[src/logic/ufpc_defs.svh]
// Offsets, field positions, masks, reset values and counts of the block.
`ifndef UFPC_DEFS_SVH
`define UFPC_DEFS_SVH

`define UFPC_OFS_MAIN_CTRL 8'h00
`define UFPC_OFS_FRAME_PIN 8'h04
`define UFPC_OFS_STATUS 8'h08

`define UFPC_MAIN_ON_BIT 0
`define UFPC_MAIN_RX_BIT 1
`define UFPC_MAIN_MUTE_BIT 2
`define UFPC_MAIN_LEN_LSB 4
`define UFPC_MAIN_CTRL_MASK 32'h0000_0037

`define UFPC_STAT_MATCH_BIT 0
`define UFPC_STAT_BREAK_BIT 1

`define UFPC_FPC_RESET 32'h0000_0000
`define UFPC_MAIN_RESET 32'h0000_0000
`define UFPC_FPC_FREE_MASK 32'h0080_0040
`define UFPC_FPC_LOCK_MASK 32'h000F_FF30
`define UFPC_FPC_ADDR_MASK 32'hFF00_0000
`define UFPC_FPC_REDUCED_MASK 32'h0080_4060

`define UFPC_BRK_LEN_SHORT 4'hA
`define UFPC_BRK_LEN_LONG 4'hB

`define UFPC_STOP_HALVES_1 3'h2
`define UFPC_STOP_HALVES_0P5 3'h1
`define UFPC_STOP_HALVES_2 3'h4
`define UFPC_STOP_HALVES_1P5 3'h3

`endif

[src/logic/ufpc_pkg.sv]
// Types shared by the frame and pin configuration block.
`default_nettype none
package ufpc_pkg;

  typedef enum logic [1:0] {
    UFPC_LEN8,
    UFPC_LEN9,
    UFPC_LEN7,
    UFPC_LENX
  } ufpc_dlen_t;

  typedef enum logic [1:0] {
    UFPC_BRK_IDLE,
    UFPC_BRK_LOW,
    UFPC_BRK_HELD
  } ufpc_brk_state_t;

  typedef struct packed {
    logic wr;
    logic rd;
    logic [7:0] addr;
    logic [31:0] wdata;
  } ufpc_bus_req_t;

  typedef struct packed {
    logic [7:0] addr;
    logic rx_timeout_on;
    logic [2:0] rsv_22_20;
    logic bit_order_select;
    logic data_invert;
    logic tx_line_invert;
    logic rx_line_invert;
    logic pin_swap;
    logic lin_mode_on;
    logic [1:0] stop_length;
    logic clock_pin_on;
    logic clock_idle_level;
    logic clock_capture_phase;
    logic last_bit_pulse;
    logic rsv_7;
    logic break_irq_on;
    logic break_length_select;
    logic address_width_select;
    logic [3:0] rsv_3_0;
  } ufpc_ctl1_t;

endpackage
`default_nettype wire

[src/logic/ufpc_matcher.sv]
// Station address and character comparator.
`default_nettype none
module ufpc_matcher (
  input wire logic [7:0] i_addr,
  input wire logic i_full,
  input wire ufpc_pkg::ufpc_dlen_t i_dlen,
  input wire logic [8:0] i_frame,
  output logic o_is_addr,
  output logic o_addr_hit,
  output logic o_char_hit
);
  import ufpc_pkg::*;

  logic [7:0] key;
  logic [7:0] ref_val;

  // The top data bit marks an address frame; the rest, or only its low four bits when i_full is low, is the address.
  always_comb begin
    case (i_dlen)
      UFPC_LEN7: begin
        o_is_addr = i_frame[6];
        key = {2'h0, i_frame[5:0]};
        ref_val = {2'h0, i_addr[5:0]};
      end
      UFPC_LEN9: begin
        o_is_addr = i_frame[8];
        key = i_frame[7:0];
        ref_val = i_addr;
      end
      default: begin
        o_is_addr = i_frame[7];
        key = {1'h0, i_frame[6:0]};
        ref_val = {1'h0, i_addr[6:0]};
      end
    endcase
    if (!i_full) begin
      key = {4'h0, i_frame[3:0]};
      ref_val = {4'h0, i_addr[3:0]};
    end
    o_addr_hit = o_is_addr && (key == ref_val);
    o_char_hit = (i_frame[7:0] == i_addr);
  end

endmodule
`default_nettype wire

[src/logic/ufpc_top.sv]
// Frame and pin configuration word with its pin, match and break logic.
//
// The register addresses and strobed register access were decided locally.
`default_nettype none
`include "ufpc_defs.svh"
module ufpc_top #(
  parameter bit REDUCED = 1'b0
) (
  input wire logic I_CLK,
  input wire logic I_RST_N,
  input wire ufpc_pkg::ufpc_bus_req_t I_BUS,
  output logic [31:0] O_RDATA,
  input wire logic I_PIN_A,
  output logic O_PIN_A,
  output logic O_PIN_A_OE,
  input wire logic I_PIN_B,
  output logic O_PIN_B,
  output logic O_PIN_B_OE,
  input wire logic I_TX_LINE,
  input wire logic [8:0] I_TX_CHAR,
  output logic [8:0] O_TX_SHIFT,
  input wire logic [8:0] I_RX_SHIFT,
  input wire logic I_RX_VALID,
  output logic [8:0] O_RX_CHAR,
  output logic O_RX_LINE,
  input wire logic I_BIT_TICK,
  input wire logic I_CK_WINDOW,
  input wire logic I_CK_HALF,
  input wire logic I_CK_LAST,
  output logic O_CK,
  output logic O_CK_OE,
  output logic [2:0] O_STOP_HALVES,
  output logic O_RX_TIMEOUT_ON,
  output logic O_BREAK_IRQ,
  output logic O_WAKE
);
  import ufpc_pkg::*;

  ////////////////////////////////////////////////////////////////////////////
  // Register file.

  logic [31:0] fpc_q, fpc_d;
  logic [31:0] main_q, main_d;
  logic [1:0] stat_q, stat_d;
  logic [31:0] rdata_q, rdata_d;
  logic [31:0] wmask;
  ufpc_ctl1_t cfg;
  logic periph_on, rx_on, mute_on;
  ufpc_dlen_t dlen;
  logic set_match, set_break;

  assign cfg = ufpc_ctl1_t'(fpc_q);
  assign periph_on = main_q[`UFPC_MAIN_ON_BIT];
  assign rx_on = main_q[`UFPC_MAIN_RX_BIT];
  assign mute_on = main_q[`UFPC_MAIN_MUTE_BIT];
  assign dlen = ufpc_dlen_t'(main_q[`UFPC_MAIN_LEN_LSB +: 2]);

  always_comb begin
    wmask = `UFPC_FPC_FREE_MASK;
    if (!periph_on) begin
      wmask = wmask | `UFPC_FPC_LOCK_MASK;
    end
    if (!(periph_on && rx_on)) begin
      wmask = wmask | `UFPC_FPC_ADDR_MASK;
    end
    if (REDUCED) begin
      wmask = wmask & ~`UFPC_FPC_REDUCED_MASK;
    end
  end

  // Reserved bits never reach the store, so they always read as zero.
  always_comb begin
    fpc_d = fpc_q;
    main_d = main_q;
    stat_d = stat_q;
    rdata_d = 32'h0000_0000;
    if (I_BUS.wr) begin
      if (I_BUS.addr == `UFPC_OFS_FRAME_PIN) begin
        fpc_d = (I_BUS.wdata & wmask) | (fpc_q & ~wmask);
      end else if (I_BUS.addr == `UFPC_OFS_MAIN_CTRL) begin
        main_d = I_BUS.wdata & `UFPC_MAIN_CTRL_MASK;
      end else if (I_BUS.addr == `UFPC_OFS_STATUS) begin
        stat_d = stat_q & ~I_BUS.wdata[1:0];
      end
    end
    // A flag event in the clearing cycle keeps the flag set.
    stat_d[`UFPC_STAT_MATCH_BIT] = stat_d[`UFPC_STAT_MATCH_BIT] | set_match;
    stat_d[`UFPC_STAT_BREAK_BIT] = stat_d[`UFPC_STAT_BREAK_BIT] | set_break;
    if (I_BUS.rd) begin
      if (I_BUS.addr == `UFPC_OFS_FRAME_PIN) begin
        rdata_d = fpc_q;
      end else if (I_BUS.addr == `UFPC_OFS_MAIN_CTRL) begin
        rdata_d = main_q;
      end else if (I_BUS.addr == `UFPC_OFS_STATUS) begin
        rdata_d = {30'h0, stat_q};
      end
    end
  end

  always_ff @(posedge I_CLK) begin
    if (!I_RST_N) begin
      fpc_q <= `UFPC_FPC_RESET;
      main_q <= `UFPC_MAIN_RESET;
      stat_q <= 2'h0;
      rdata_q <= 32'h0000_0000;
    end else begin
      fpc_q <= fpc_d;
      main_q <= main_d;
      stat_q <= stat_d;
      rdata_q <= rdata_d;
    end
  end

  assign O_RDATA = rdata_q;
  assign O_BREAK_IRQ = stat_q[`UFPC_STAT_BREAK_BIT] & cfg.break_irq_on;
  assign O_RX_TIMEOUT_ON = cfg.rx_timeout_on;

  ////////////////////////////////////////////////////////////////////////////
  // Pins, line inversion and receive synchroniser.

  logic sync1_q, sync2_q, sync3_q, rx_lvl_q, rx_lvl_d;
  logic tx_pin_q, tx_pin_d, ck_q, ck_d;
  logic [2:0] stop_q, stop_d;
  logic ck_active;

  always_comb begin
    rx_lvl_d = rx_lvl_q;
    if (sync2_q == sync3_q) begin
      rx_lvl_d = sync3_q ^ cfg.rx_line_invert;
    end
    tx_pin_d = I_TX_LINE ^ cfg.tx_line_invert;
    ck_active = cfg.clock_capture_phase ? !I_CK_HALF : I_CK_HALF;
    if (I_CK_LAST && !cfg.last_bit_pulse) begin
      ck_active = 1'b0;
    end
    ck_d = cfg.clock_idle_level;
    if (I_CK_WINDOW && cfg.clock_pin_on) begin
      ck_d = cfg.clock_idle_level ^ ck_active;
    end
    case (cfg.stop_length)
      2'h0: stop_d = `UFPC_STOP_HALVES_1;
      2'h1: stop_d = `UFPC_STOP_HALVES_0P5;
      2'h2: stop_d = `UFPC_STOP_HALVES_2;
      default: stop_d = `UFPC_STOP_HALVES_1P5;
    endcase
  end

  // The swap is only changed while disabled, so muxing ahead of the
  // synchroniser cannot produce a glitch that matters.
  always_ff @(posedge I_CLK) begin
    if (!I_RST_N) begin
      sync1_q <= 1'b1;
      sync2_q <= 1'b1;
      sync3_q <= 1'b1;
      rx_lvl_q <= 1'b1;
      tx_pin_q <= 1'b1;
      ck_q <= 1'b0;
      stop_q <= `UFPC_STOP_HALVES_1;
    end else begin
      sync1_q <= cfg.pin_swap ? I_PIN_A : I_PIN_B;
      sync2_q <= sync1_q;
      sync3_q <= sync2_q;
      rx_lvl_q <= rx_lvl_d;
      tx_pin_q <= tx_pin_d;
      ck_q <= ck_d;
      stop_q <= stop_d;
    end
  end

  assign O_PIN_A = tx_pin_q;
  assign O_PIN_B = tx_pin_q;
  assign O_PIN_A_OE = periph_on & !cfg.pin_swap;
  assign O_PIN_B_OE = periph_on & cfg.pin_swap;
  assign O_RX_LINE = rx_lvl_q;
  assign O_CK = ck_q;
  assign O_CK_OE = periph_on & cfg.clock_pin_on;
  assign O_STOP_HALVES = stop_q;

  ////////////////////////////////////////////////////////////////////////////
  // Bit order and data inversion of whole characters.

  logic [8:0] rx_rev, tx_rev, rx_ord, tx_ord, dmask;
  logic [8:0] rx_char_q, tx_shift_q;

  genvar gi;
  generate
    for (gi = 0; gi < 9; gi = gi + 1) begin : g_rev
      assign rx_rev[gi] = I_RX_SHIFT[8 - gi];
      assign tx_rev[gi] = I_TX_CHAR[8 - gi];
    end
  endgenerate

  always_comb begin
    rx_ord = I_RX_SHIFT;
    tx_ord = I_TX_CHAR;
    case (dlen)
      UFPC_LEN9: dmask = 9'h1FF;
      UFPC_LEN7: dmask = 9'h07F;
      default: dmask = 9'h0FF;
    endcase
    if (cfg.bit_order_select) begin
      case (dlen)
        UFPC_LEN9: begin
          rx_ord = rx_rev;
          tx_ord = tx_rev;
        end
        UFPC_LEN7: begin
          rx_ord = {2'h0, rx_rev[8:2]};
          tx_ord = {2'h0, tx_rev[8:2]};
        end
        default: begin
          rx_ord = {1'h0, rx_rev[8:1]};
          tx_ord = {1'h0, tx_rev[8:1]};
        end
      endcase
    end
    if (cfg.data_invert) begin
      rx_ord = rx_ord ^ dmask;
      tx_ord = tx_ord ^ dmask;
    end
    rx_ord = rx_ord & dmask;
    tx_ord = tx_ord & dmask;
  end

  ////////////////////////////////////////////////////////////////////////////
  // Address and character matching.

  logic is_addr, addr_hit, char_hit, wake_q, wake_d, take;

  ufpc_matcher i_ufpc_matcher (
    .i_addr(cfg.addr),
    .i_full(cfg.address_width_select),
    .i_dlen(dlen),
    .i_frame(rx_ord),
    .o_is_addr(is_addr),
    .o_addr_hit(addr_hit),
    .o_char_hit(char_hit)
  );

  assign take = I_RX_VALID && periph_on && rx_on;
  assign set_match = take && !mute_on && char_hit;
  assign wake_d = take && mute_on && addr_hit;

  always_ff @(posedge I_CLK) begin
    if (!I_RST_N) begin
      rx_char_q <= 9'h000;
      tx_shift_q <= 9'h000;
      wake_q <= 1'b0;
    end else begin
      if (take) begin
        rx_char_q <= rx_ord;
      end
      tx_shift_q <= tx_ord;
      wake_q <= wake_d;
    end
  end

  assign O_RX_CHAR = rx_char_q;
  assign O_TX_SHIFT = tx_shift_q;
  assign O_WAKE = wake_q;

  ////////////////////////////////////////////////////////////////////////////
  // Break detection on the conditioned receive line.

  ufpc_brk_state_t brk_q, brk_d;
  logic [3:0] cnt_q, cnt_d, brk_len;

  assign brk_len = cfg.break_length_select ?
                   `UFPC_BRK_LEN_LONG : `UFPC_BRK_LEN_SHORT;

  always_comb begin
    brk_d = brk_q;
    cnt_d = cnt_q;
    set_break = 1'b0;
    if (!(cfg.lin_mode_on && periph_on && rx_on) || rx_lvl_q) begin
      brk_d = UFPC_BRK_IDLE;
      cnt_d = 4'h0;
    end else if (I_BIT_TICK) begin
      case (brk_q)
        UFPC_BRK_IDLE,
        UFPC_BRK_LOW: begin
          cnt_d = cnt_q + 4'h1;
          brk_d = UFPC_BRK_LOW;
          if (cnt_d == brk_len) begin
            set_break = 1'b1;
            brk_d = UFPC_BRK_HELD;
          end
        end
        default: brk_d = UFPC_BRK_HELD;
      endcase
    end
  end

  always_ff @(posedge I_CLK) begin
    if (!I_RST_N) begin
      brk_q <= UFPC_BRK_IDLE;
      cnt_q <= 4'h0;
    end else begin
      brk_q <= brk_d;
      cnt_q <= cnt_d;
    end
  end
endmodule
`default_nettype wire

[config.mk]
export PLATFORM = sky130hd
export DESIGN_NAME = ufpc_top
export DESIGN_NICKNAME = d
export VERILOG_FILES = /design/src/logic/ufpc_pkg.sv /design/src/logic/ufpc_matcher.sv /design/src/logic/ufpc_top.sv
export VERILOG_INCLUDE_DIRS = /design/src /design/src/logic
export SDC_FILE = /design/constraint.sdc
export NUM_CORES = 1
export LEC_CHECK = 0
export ABC_AREA = 1
export BUFFER_PORTS_ARGS = -buffer_cell sky130_fd_sc_hd__buf_2
export CORE_ASPECT_RATIO = 0.6
export CORE_UTILIZATION = 35
export CTS_CLUSTER_SIZE = 25
export DETAILED_ROUTE_END_ITERATION = 10
export PLACE_DENSITY = 0.69
export SLEW_MARGIN = 40
export SYNTH_ARGS = -nofsm -noshare
export SYNTH_HDL_FRONTEND = slang
export SYNTH_SLANG_ARGS = --single-unit
[constraint.sdc]
create_clock -name I_CLK -period 1.85 [get_ports I_CLK]
set_clock_uncertainty 0.2 [all_clocks]
set_input_delay 0.37 -clock I_CLK [delete_from_list [all_inputs] [get_ports I_CLK]]
set_output_delay 0.37 -clock I_CLK [all_outputs]
set_load 0.02 [all_outputs]
Yosys cells after proc, flatten, opt, wreduce, memory -nomap -nowiden
Cells that the tools add are included.
W data, S select, Z words.
{ "op_classes": {"addsub": 1, "eq_ne": 11, "mux": 33, "bitwise_logic": 21, "n_reduce_logical": 27} }
{ "op_table": {"columns": ["cell", "n"], "rows": [
  ["$and A32 B32 Y32", 2],
  ["$mux W32", 2],
  ["$pmux W9 S2", 3],
  ["$mux W9", 4],
  ["$not A32 Y32", 1],
  ["$or A32 B32 Y32", 1],
  ["$pmux W8 S2", 2],
  ["$mux W20", 1],
  ["$and A9 B9 Y9", 2],
  ["$xor A9 B9 Y9", 2],
  ["$eq A8 B8 Y1", 2],
  ["$mux W8", 2],
  ["$mux W2", 7],
  ["$logic_and A1 B1 Y1", 12],
  ["$mux W1", 9],
  ["$pmux W3 S3", 1],
  ["$eq A8 B3 Y1 const B", 1],
  ["$eq A8 B4 Y1 const B", 1],
  ["$logic_not A8 Y1", 1],
  ["$eq A2 B1 Y1 const B", 3],
  ["$mux W6", 1],
  ["$reduce_and A2 Y1", 3],
  ["$logic_not A1 Y1", 5],
  ["$add A4 B1 Y4 const B", 1],
  ["other kinds (14)", 24]
]} }
{ "word_totals": {"reg_bits": 105, "input_bits": 70, "output_inout_bits": 63, "word_cells": 109} }

Logic depth before layout (Yosys ltp)
Gate-level depths: netlist (run 1).
{ "logic_depth": {"ltp_word": 11, "depth_mapped": 16} }

Cells and area by module
From an unflattened synthesis (run 1), not the netlist that was laid out.
{ "hier_totals": {"hier_cells": 651, "hier_area_um2": 4410.5} }
{ "modules_own_cells": {"columns": ["mod", "n_inst", "cells_per_inst", "area_each_um2", "seq_area_each_um2"], "rows": [
  ["ufpc_top", 1, 606, 4186.5, 1821.7],
  ["ufpc_matcher", 1, 45, 224.0, 0.0]
]} }

Worst setup path after synthesis (run 1)
Ideal clock, no wire load.
{ "synth_timing": {"path_kind": "register to register", "startpoint": "register main_q[4]", "endpoint": "register stat_q[0]", "setup_ns": 0.067, "t_arrival_ns": 1.747, "setup_slack_ns": -0.164, "stages_incl_launch_ff": 16, "period_less_slack_ns": 2.014, "cell_sequence": "dfxtp_1 -> inv_1 -> ha_1 -> buf_6 -> inv_8 -> buf_8 -> nand3_1 -> nand3_2 -> nand2_2 -> nand2_2 -> nand3_1 -> nand2_1 -> nand2_1 -> nor2_2 -> nand3_1 -> a21oi_2"} }
{ "synth_via": {"elab_chain_cells": 9, "elab_cells_between_ends": 11} }
{ "synth_lines": {"columns": ["item", "line", "source"], "rows": [
  ["from (decl)", "ufpc_top.sv:43", "logic [31:0] main_q, main_d;"],
  ["from (signal assigned)", "ufpc_top.sv:103", "main_q <= `UFPC_MAIN_RESET;"],
  ["from (signal assigned)", "ufpc_top.sv:108", "main_q <= main_d;"],
  ["$eq A2 B2 Y1 / $eq A2 B1 Y1 (equally long branches)", "ufpc_top.sv:196, ufpc_top.sv:202", null],
  ["$pmux W9 S2", "ufpc_top.sv:202", "case (dlen)"],
  ["$mux W9", "ufpc_top.sv:201", "if (cfg.bit_order_select) begin"],
  ["$xor A9 B9 Y9", "ufpc_top.sv:218", "rx_ord = rx_ord ^ dmask;"],
  ["$mux W9", "ufpc_top.sv:217", "if (cfg.data_invert) begin"],
  ["$and A9 B9 Y9 *", "ufpc_top.sv:221", "rx_ord = rx_ord & dmask;"],
  ["$eq A8 B8 Y1 *", "ufpc_matcher.sv:41", "o_char_hit = (i_frame[7:0] == i_addr);"],
  ["$logic_and A1 B1 Y1 *", "ufpc_top.sv:241", "assign set_match = take && !mute_on && char_hit;"],
  ["$or A1 B1 Y1 *", "ufpc_top.sv:87", "stat_d[`UFPC_STAT_MATCH_BIT] = stat_d[`UFPC_STAT_MATCH_BIT] | set_match;"],
  ["to (signal assigned)", "ufpc_top.sv:109", "stat_q <= stat_d;"],
  ["to (decl)", "ufpc_top.sv:44", "logic [1:0] stat_q, stat_d;"]
]} }
Mark *: on every way between the ends. The rest lies on a longest branch, timed or not.
A chain may end at the register's enable or synchronous reset.

Worst setup path after layout (run 1)
Ends and elaborated chain as after synthesis.

==> impl_metrics.json, run 1 <==
{
  "postCtsHoldBufs": 0,
  "crit_arrival_ps": 2160,
  "syn_area_per_cell_um2": 7.48,
  "violations": "setup timing",
  "synth_compound_area_frac": 0.193,
  "syn-instance-count": 551,
  "seq_area_um2": 1820,
  "yosysSeqAreaShare": 0.442,
  "finalCritPeriodShare": 1.13,
  "start_kind": "flop",
  "drive_above_1_share": 0.404,
  "yosys.area.top_type": "dfxtp_1",
  "max_freq_mhz": 480,
  "ioPinCount": 133,
  "final-setup-viol-count": 11,
  "end_kind": "flop",
  "finalWorstPathRequiredPeriod_ps": 2080,
  "ir_drop_mv": 0.352,
  "hp-start": "I_TX_LINE",
  "wl_um": 12900,
  "async_flop_share": 0,
  "wl_per_cell_um": 14.6,
  "antenna_found_initial": 0,
  "diodes": 0,
  "clk_path_buf_depth": 2,
  "grt_pass1_vias": 4104,
  "fillers": 1107,
  "row_count": 30,
  "grt_max_degree": 38,
  "crit_type": "flop to flop",
  "maxCapViolCount": 0,
  "rsz0062_at_grt": "true",
  "cts.sinks": 91,
  "ys_ff_latch": 91,
  "chipHeight_um": 86.1,
  "die_area_um2": 12200,
  "grt_pass1_wl_um": 20000,
  "dp_hpwl_um": 9630,
  "die_w_um": 142,
  "leakagePower_nw": 2.66,
  "synth-edff-count": 0,
  "synth_top_area_share": 0.442,
  "synthMuxAreaShare": 0,
  "synthSimpleGateAreaFrac": 0.223,
  "synthAdderAreaFrac": 0.0212,
  "drc_errors": 0,
  "core-area_um2": 11400,
  "synth-xor-area-share": 0.00850,
  "via_per_inst": 4.96,
  "clkTransAtPathRegs_ps": 70,
  "yosysWarnings": 0,
  "pre_cts_ws_ps": -277,
  "cts_tree": "yes",
  "postRouteAntennaNets": 0,
  "ys.flop_type": "dfxtp_1",
  "critical_path.startpoint": "main_q[4]$_SDFFE_PN0P_",
  "multi_input_area_um2": 2170,
  "powerDensity_nw_per_um2": 679,
  "synth_top_cells_by_area": "dfxtp_1 (44%), a21oi_1 (7.0%), o21ai_0 (7.0%)",
  "setup_ws_ps": -234,
  "drt_pass1_iterations": 5,
  "drv_slew": 0,
  "grtUsageTotal": 0.212,
  "fin_area_um2": 5920,
  "cts_made_buffers": 9,
  "grt_overflow": 0,
  "finalNetCount": 800,
  "hold_path_class": "primary input to flop",
  "drtIter0Drc": 204,
  "vias": 4407,
  "cts_htree_levels": 3,
  "critPathMaxFanout": 9,
  "insertion_delay_ps": 340,
  "status": "complete, but fails checks",
  "ys_types": 37,
  "synth_top_family_by_area": "simple AND/OR/NAND/NOR gates",
  "area_delta_synth_final_pct": 43.5,
  "hold_viol": 0,
  "rr_startpoint": "main_q[4]$_SDFFE_PN0P_",
  "root_buffer": "clkbuf_16",
  "syn_area_um2": 4120,
  "placed_cell_area_um2": 5270,
  "finalPower_w": 0.00402,
  "start_util": 0.363,
  "required_ps": 1930,
  "gp_congestion": 0.854,
  "numPortBuffers": 122
}
worst paths after layout:
kind,to,slack (ps),cells after the start
setup / recovery,stat_q[0]$_SDFF_PN0_,-230,13
hold / removal,O_PIN_A$_SDFF_PN1_,20,2
setup reg to reg,stat_q[0]$_SDFF_PN0_,-230,13
hold reg to reg,sync2_q$_SDFF_PN1_,230,1
cells in the mapped netlist, types with 2 or more instances:
cell type   n
nand3_1    53
a21oi_1    58
nor2_1     45
a21oi_2     2
buf_6       4
o221ai_1    4
dfxtp_1    91
o21bai_1    3
a22oi_1     2
o211ai_1    9
nand3_2     5
nor3_1      3
clkbuf_1   10
buf_2       6
nand4_1     4
inv_2       2
xor2_1      2
or2_2       8
nand2_1    77
a211oi_1    2
nand2_2     2
o21ai_0    58
o22ai_1     6
inv_1      69
buf_4       7
xnor2_1     2
ha_1        7
final cells by class:
class / instances / area share
Inverter: 72 / 0.0478
Multi-Input combinational cell: 363 / 0.367
Tap cell: 160 / 0.0338
Clock inverter: 7 / 0.00761
Timing Repair Buffer: 186 / 0.197
Clock buffer: 9 / 0.0381
Sequential cell: 91 / 0.308
critical path, cell delays in order (launching register included):
cell,delay [ps]
dfxtp_2,340
inv_2,50
ha_4,360
inv_8,70
buf_4,130
nand3_2,50
nand3_2,100
nand3_2,90
nand3_1,90
nand2_1,90
nand2_2,70
nor2_4,150
nand3_2,90
a21oi_2,120
power breakdown:
| group | internal, W | total [W] | switching (W) |
|---|---|---|---|
| logic | 0.000146 | 0.000343 | 0.000197 |
| clock network | 0.000905 | 0.00169 | 0.000788 |
| registers | 0.00197 | 0.00198 | 0.00000635 |
stage by stage:
step / util / std cells / hold slack (ps) / setup TNS, ps
3_5_place_dp: 0.463 / 864 / 221 / -2880
4_1_cts: 0.496 / 884 / 21.6 / -517
3_3_place_gp: 0.463 / 864 / 203 / -710
5_1_grt: 0.520 / 888 / 44.1 / -1930
2_1_floorplan: - / 555 / 193 / -131
6_report: 0.520 / 888 / 22.4 / -712
timing repair:
item	CTS	global route
gates resized for setup	24	71
buffers inserted	5	4
endpoints found under the setup margin	12	17
pin swaps	15	32
per-layer routing:
metal	share of wire	GRT usage	vias up
met1	0.49	0.299	2066
met4	0.014	0.0645	0
li1	-	-	2167
met5	0	0	-
met3	0.059	0.0519	20
met2	0.44	0.315	154
cells in the final DEF (no fill, tap or decap), types with 7 or more instances in the layout:
master     count
nand3_2       23
dfxtp_1       89
o211ai_1       9
inv_1         66
buf_2        122
buf_4         53
a21oi_1       51
buf_6          7
nor2_1        43
nand3_1       34
nand2_1       55
nand2_2       21
or2_2          8
a21oi_2        9
o21ai_1       11
clkbuf_16      9
o21ai_0       44
cell families after synthesis:
logic type / Yosys count
AND/OR/NAND/NOR: 202
AO/OA/AOI/OAI: 145
buffers and inverters: 101
flip-flops: 91
adder cells (fa/ha/maj): 7
XOR/XNOR: 4
other: 1
Power figures use the tool's default switching activity.
==> run 2: changes to the inputs <==
- ABC_AREA: 1 -> unset
- CAP_MARGIN: unset -> 0
- PLACE_DENSITY: 0.69 -> 0.68
==> impl_metrics.json, run 2 <==
{
  "status": "complete, but fails checks",
  "violations": "setup timing",
  "via_per_inst": 4.64,
  "synth_top_area_share": 0.419,
  "synth-edff-count": 0,
  "finalNetCount": 737,
  "p_sw_w": 0.000953,
  "setup_ws_ps": -610,
  "p_seq_frac": 0.489,
  "grt_overflow": 0,
  "ir_drop_mv": 0.323,
  "gp_congestion": 0.854,
  "start_kind": "flop",
  "ys_ff_latch": 91,
  "crit_arrival_ps": 2520,
  "syn_area_um2": 4350,
  "maxCapViolCount": 0,
  "yosysWarnings": 0,
  "powerDensity_nw_per_um2": 667,
  "worstReg2RegEnd": "stat_q[0]$_SDFF_PN0_",
  "root_buffer": "clkbuf_16",
  "final_common_cell": "buf_2",
  "dp_hpwl_um": 9270,
  "cts_tree": "yes",
  "grt_max_degree": 62,
  "numPortBuffers": 122,
  "yosys.area.top_type": "dfxtp_1",
  "die_area_um2": 12900,
  "cp_num_buf_inv": 2,
  "ys_types": 55,
  "rr_startpoint": "main_q[4]$_SDFFE_PN0P_",
  "crit_type": "flop to flop",
  "fillers": 1129,
  "yosysSeqAreaShare": 0.419,
  "synth_commonest_cells": "dfxtp_1 (91), nand2_1 (82), and2_1 (38), xnor2_1 (24)",
  "drv_slew": 0,
  "pwr-share-clk": 0.428,
  "die_w_um": 146,
  "start_util": 0.359,
  "core-area_um2": 12100,
  "grt_pass1_vias": 3612,
  "final-setup-viol-count": 8,
  "finalPower_w": 0.00403,
  "synth_most_common_cell": "dfxtp_1",
  "crit_end": "stat_q[0]$_SDFF_PN0_",
  "critPathSlowestCell": "or4_4",
  "max_freq_mhz": 407,
  "chipHeight_um": 88.3,
  "async_flop_share": 0,
  "leakagePower_nw": 2.62,
  "drive_above_1_share": 0.368,
  "intPower_w": 0.00308,
  "vias": 3853,
  "hold_viol": 0,
  "postCtsHoldBufs": 0,
  "drc_errors": 0,
  "insertion_delay_ps": 340,
  "ff2ff_path_depth": 9,
  "hold_path_class": "primary input to flop",
  "cts.sinks": 91,
  "cp.depth": 9,
  "area_delta_synth_final_pct": 39.0,
  "critPathMaxStageDelay_ps": 420,
  "clk_path_buf_depth": 2,
  "cts_made_buffers": 9,
  "p_comb_frac": 0.082,
  "finalCritPeriodShare": 1.33,
  "grt_pass1_wl_um": 19000,
  "drt_pass1_iterations": 4,
  "ioPinCount": 133,
  "end_kind": "flop",
  "diodes": 0,
  "antenna_found_initial": 0,
  "critical_path.top_delay_family": "compound AO/OA/AOI/OAI gates",
  "drtIter0Drc": 207,
  "rrSetupSlack_ps": -610,
  "layout_common_cells": "buf_2 (122), dfxtp_1 (87), nand2_1 (81), buf_4 (55), and2_1 (37)",
  "syn_area_per_cell_um2": 8.84,
  "ys.flop_type": "dfxtp_1",
  "cts_htree_levels": 3,
  "critical_path.startpoint": "main_q[4]$_SDFFE_PN0P_",
  "clkTransAtPathRegs_ps": 70,
  "swShare": 0.236,
  "synth_top_cells_by_area": "dfxtp_1 (42%), nand2_1 (7.1%), and2_1 (5.5%)",
  "required_ps": 1910,
  "grtUsageTotal": 0.191,
  "wl_per_cell_um": 14.5,
  "rsz0062_at_grt": "true",
  "row_count": 31,
  "critPathMaxFanout": 6,
  "syn-instance-count": 492,
  "wl_um": 12000,
  "path_cells": "inv_2, ha_4, buf_6, a221o_1, a31oi_2, xnor2_2, xnor2_1, or4_4, o31ai_2",
  "finalWorstPathRequiredPeriod_ps": 2460,
  "final_util": 0.499,
  "postRouteAntennaNets": 0
}
## run 2: worst min-delay path, cell delays in order
cell     delay [ps]
buf_2            70
mux2i_1          50
nand2_1          60
## run 2: logic make-up (layout without fill, tap and decap cells)
kind of cell	Yosys count	after routing	synth area share
AO/OA/AOI/OAI	83	83	0.141
XOR/XNOR	37	37	0.0794
adder cells (fa/ha/maj)	7	7	0.0201
buffers and inverters	48	217	0.0552
flip-flops	91	91	0.419
multiplexers	21	21	0.0483
other	1	5	0.000862
AND/OR/NAND/NOR	204	204	0.236
## run 2: final cells by class
cell class	count	area, um2	area share
inverters	11	41.3	0.00683
flip-flops and latches	91	1830	0.303
repair buffers	190	1200	0.198
well taps	165	206	0.0342
clock buffers	11	243	0.0402
multi-input cells	357	2490	0.412
clock inverters	5	36.3	0.00600
## run 2: power by group through the flow
stage	logic [W]	registers [W]	clock network, W
after detailed placement	0.000306	0.00202	0
after global routing	0.000357	0.00197	0.00185
after floorplan	0.000147	0.00204	0
after CTS	0.000326	0.00198	0.00177
after global placement	0.000302	0.00202	0
final	0.000331	0.00197	0.00173
## run 2: timing repair
item                                    in CTS  in global routing
setup buffers                                5                  4
pin swaps                                   13                  9
gates resized for setup                     29                 15
endpoints found under the hold margin        0                  0
endpoints found under the setup margin      19                 21
## run 2: worst min-delay path by stage
| stage | from | to | slack (ps) | cells past startpoint |
|---|---|---|---|---|
| 2_1_floorplan | sync1_q$_SDFF_PN1_ | sync2_q$_SDFF_PN1_ | 190 | 1 |
| 3_3_place_gp | sync1_q$_SDFF_PN1_ | sync2_q$_SDFF_PN1_ | 190 | 1 |
| 3_5_place_dp | sync1_q$_SDFF_PN1_ | sync2_q$_SDFF_PN1_ | 210 | 1 |
| 4_1_cts | I_PIN_B | sync1_q$_SDFF_PN1_ | 30 | 3 |
| 5_1_grt | I_PIN_B | sync1_q$_SDFF_PN1_ | 40 | 3 |
| 6_report | I_PIN_B | sync1_q$_SDFF_PN1_ | 50 | 3 |
## run 2: layer usage
layer  vias to the layer above  part of all wire  GRT usage
met2                       105              0.41      0.285
met4                         0            0.0099     0.0440
li1                       1968                 -          -
met1                      1766              0.52      0.278
met5                         -                 0          0
met3                        14             0.058     0.0443
## run 2: metrics by stage
| step | instance area (um2) | instances | setup WS [ps] | TNS (ps) | hold WS, ps |
|---|---|---|---|---|---|
| 2_1_floorplan | 4430 | 496 | -656 | -2550 | 186 |
| 3_3_place_gp | 5530 | 807 | -697 | -8340 | 191 |
| 3_5_place_dp | 5530 | 807 | -772 | -12390 | 207 |
| 4_1_cts | 5980 | 828 | -594 | -2430 | 31.5 |
| 5_1_grt | 6040 | 830 | -669 | -3190 | 44.2 |
| 6_report | 6040 | 830 | -610 | -2400 | 45.1 |
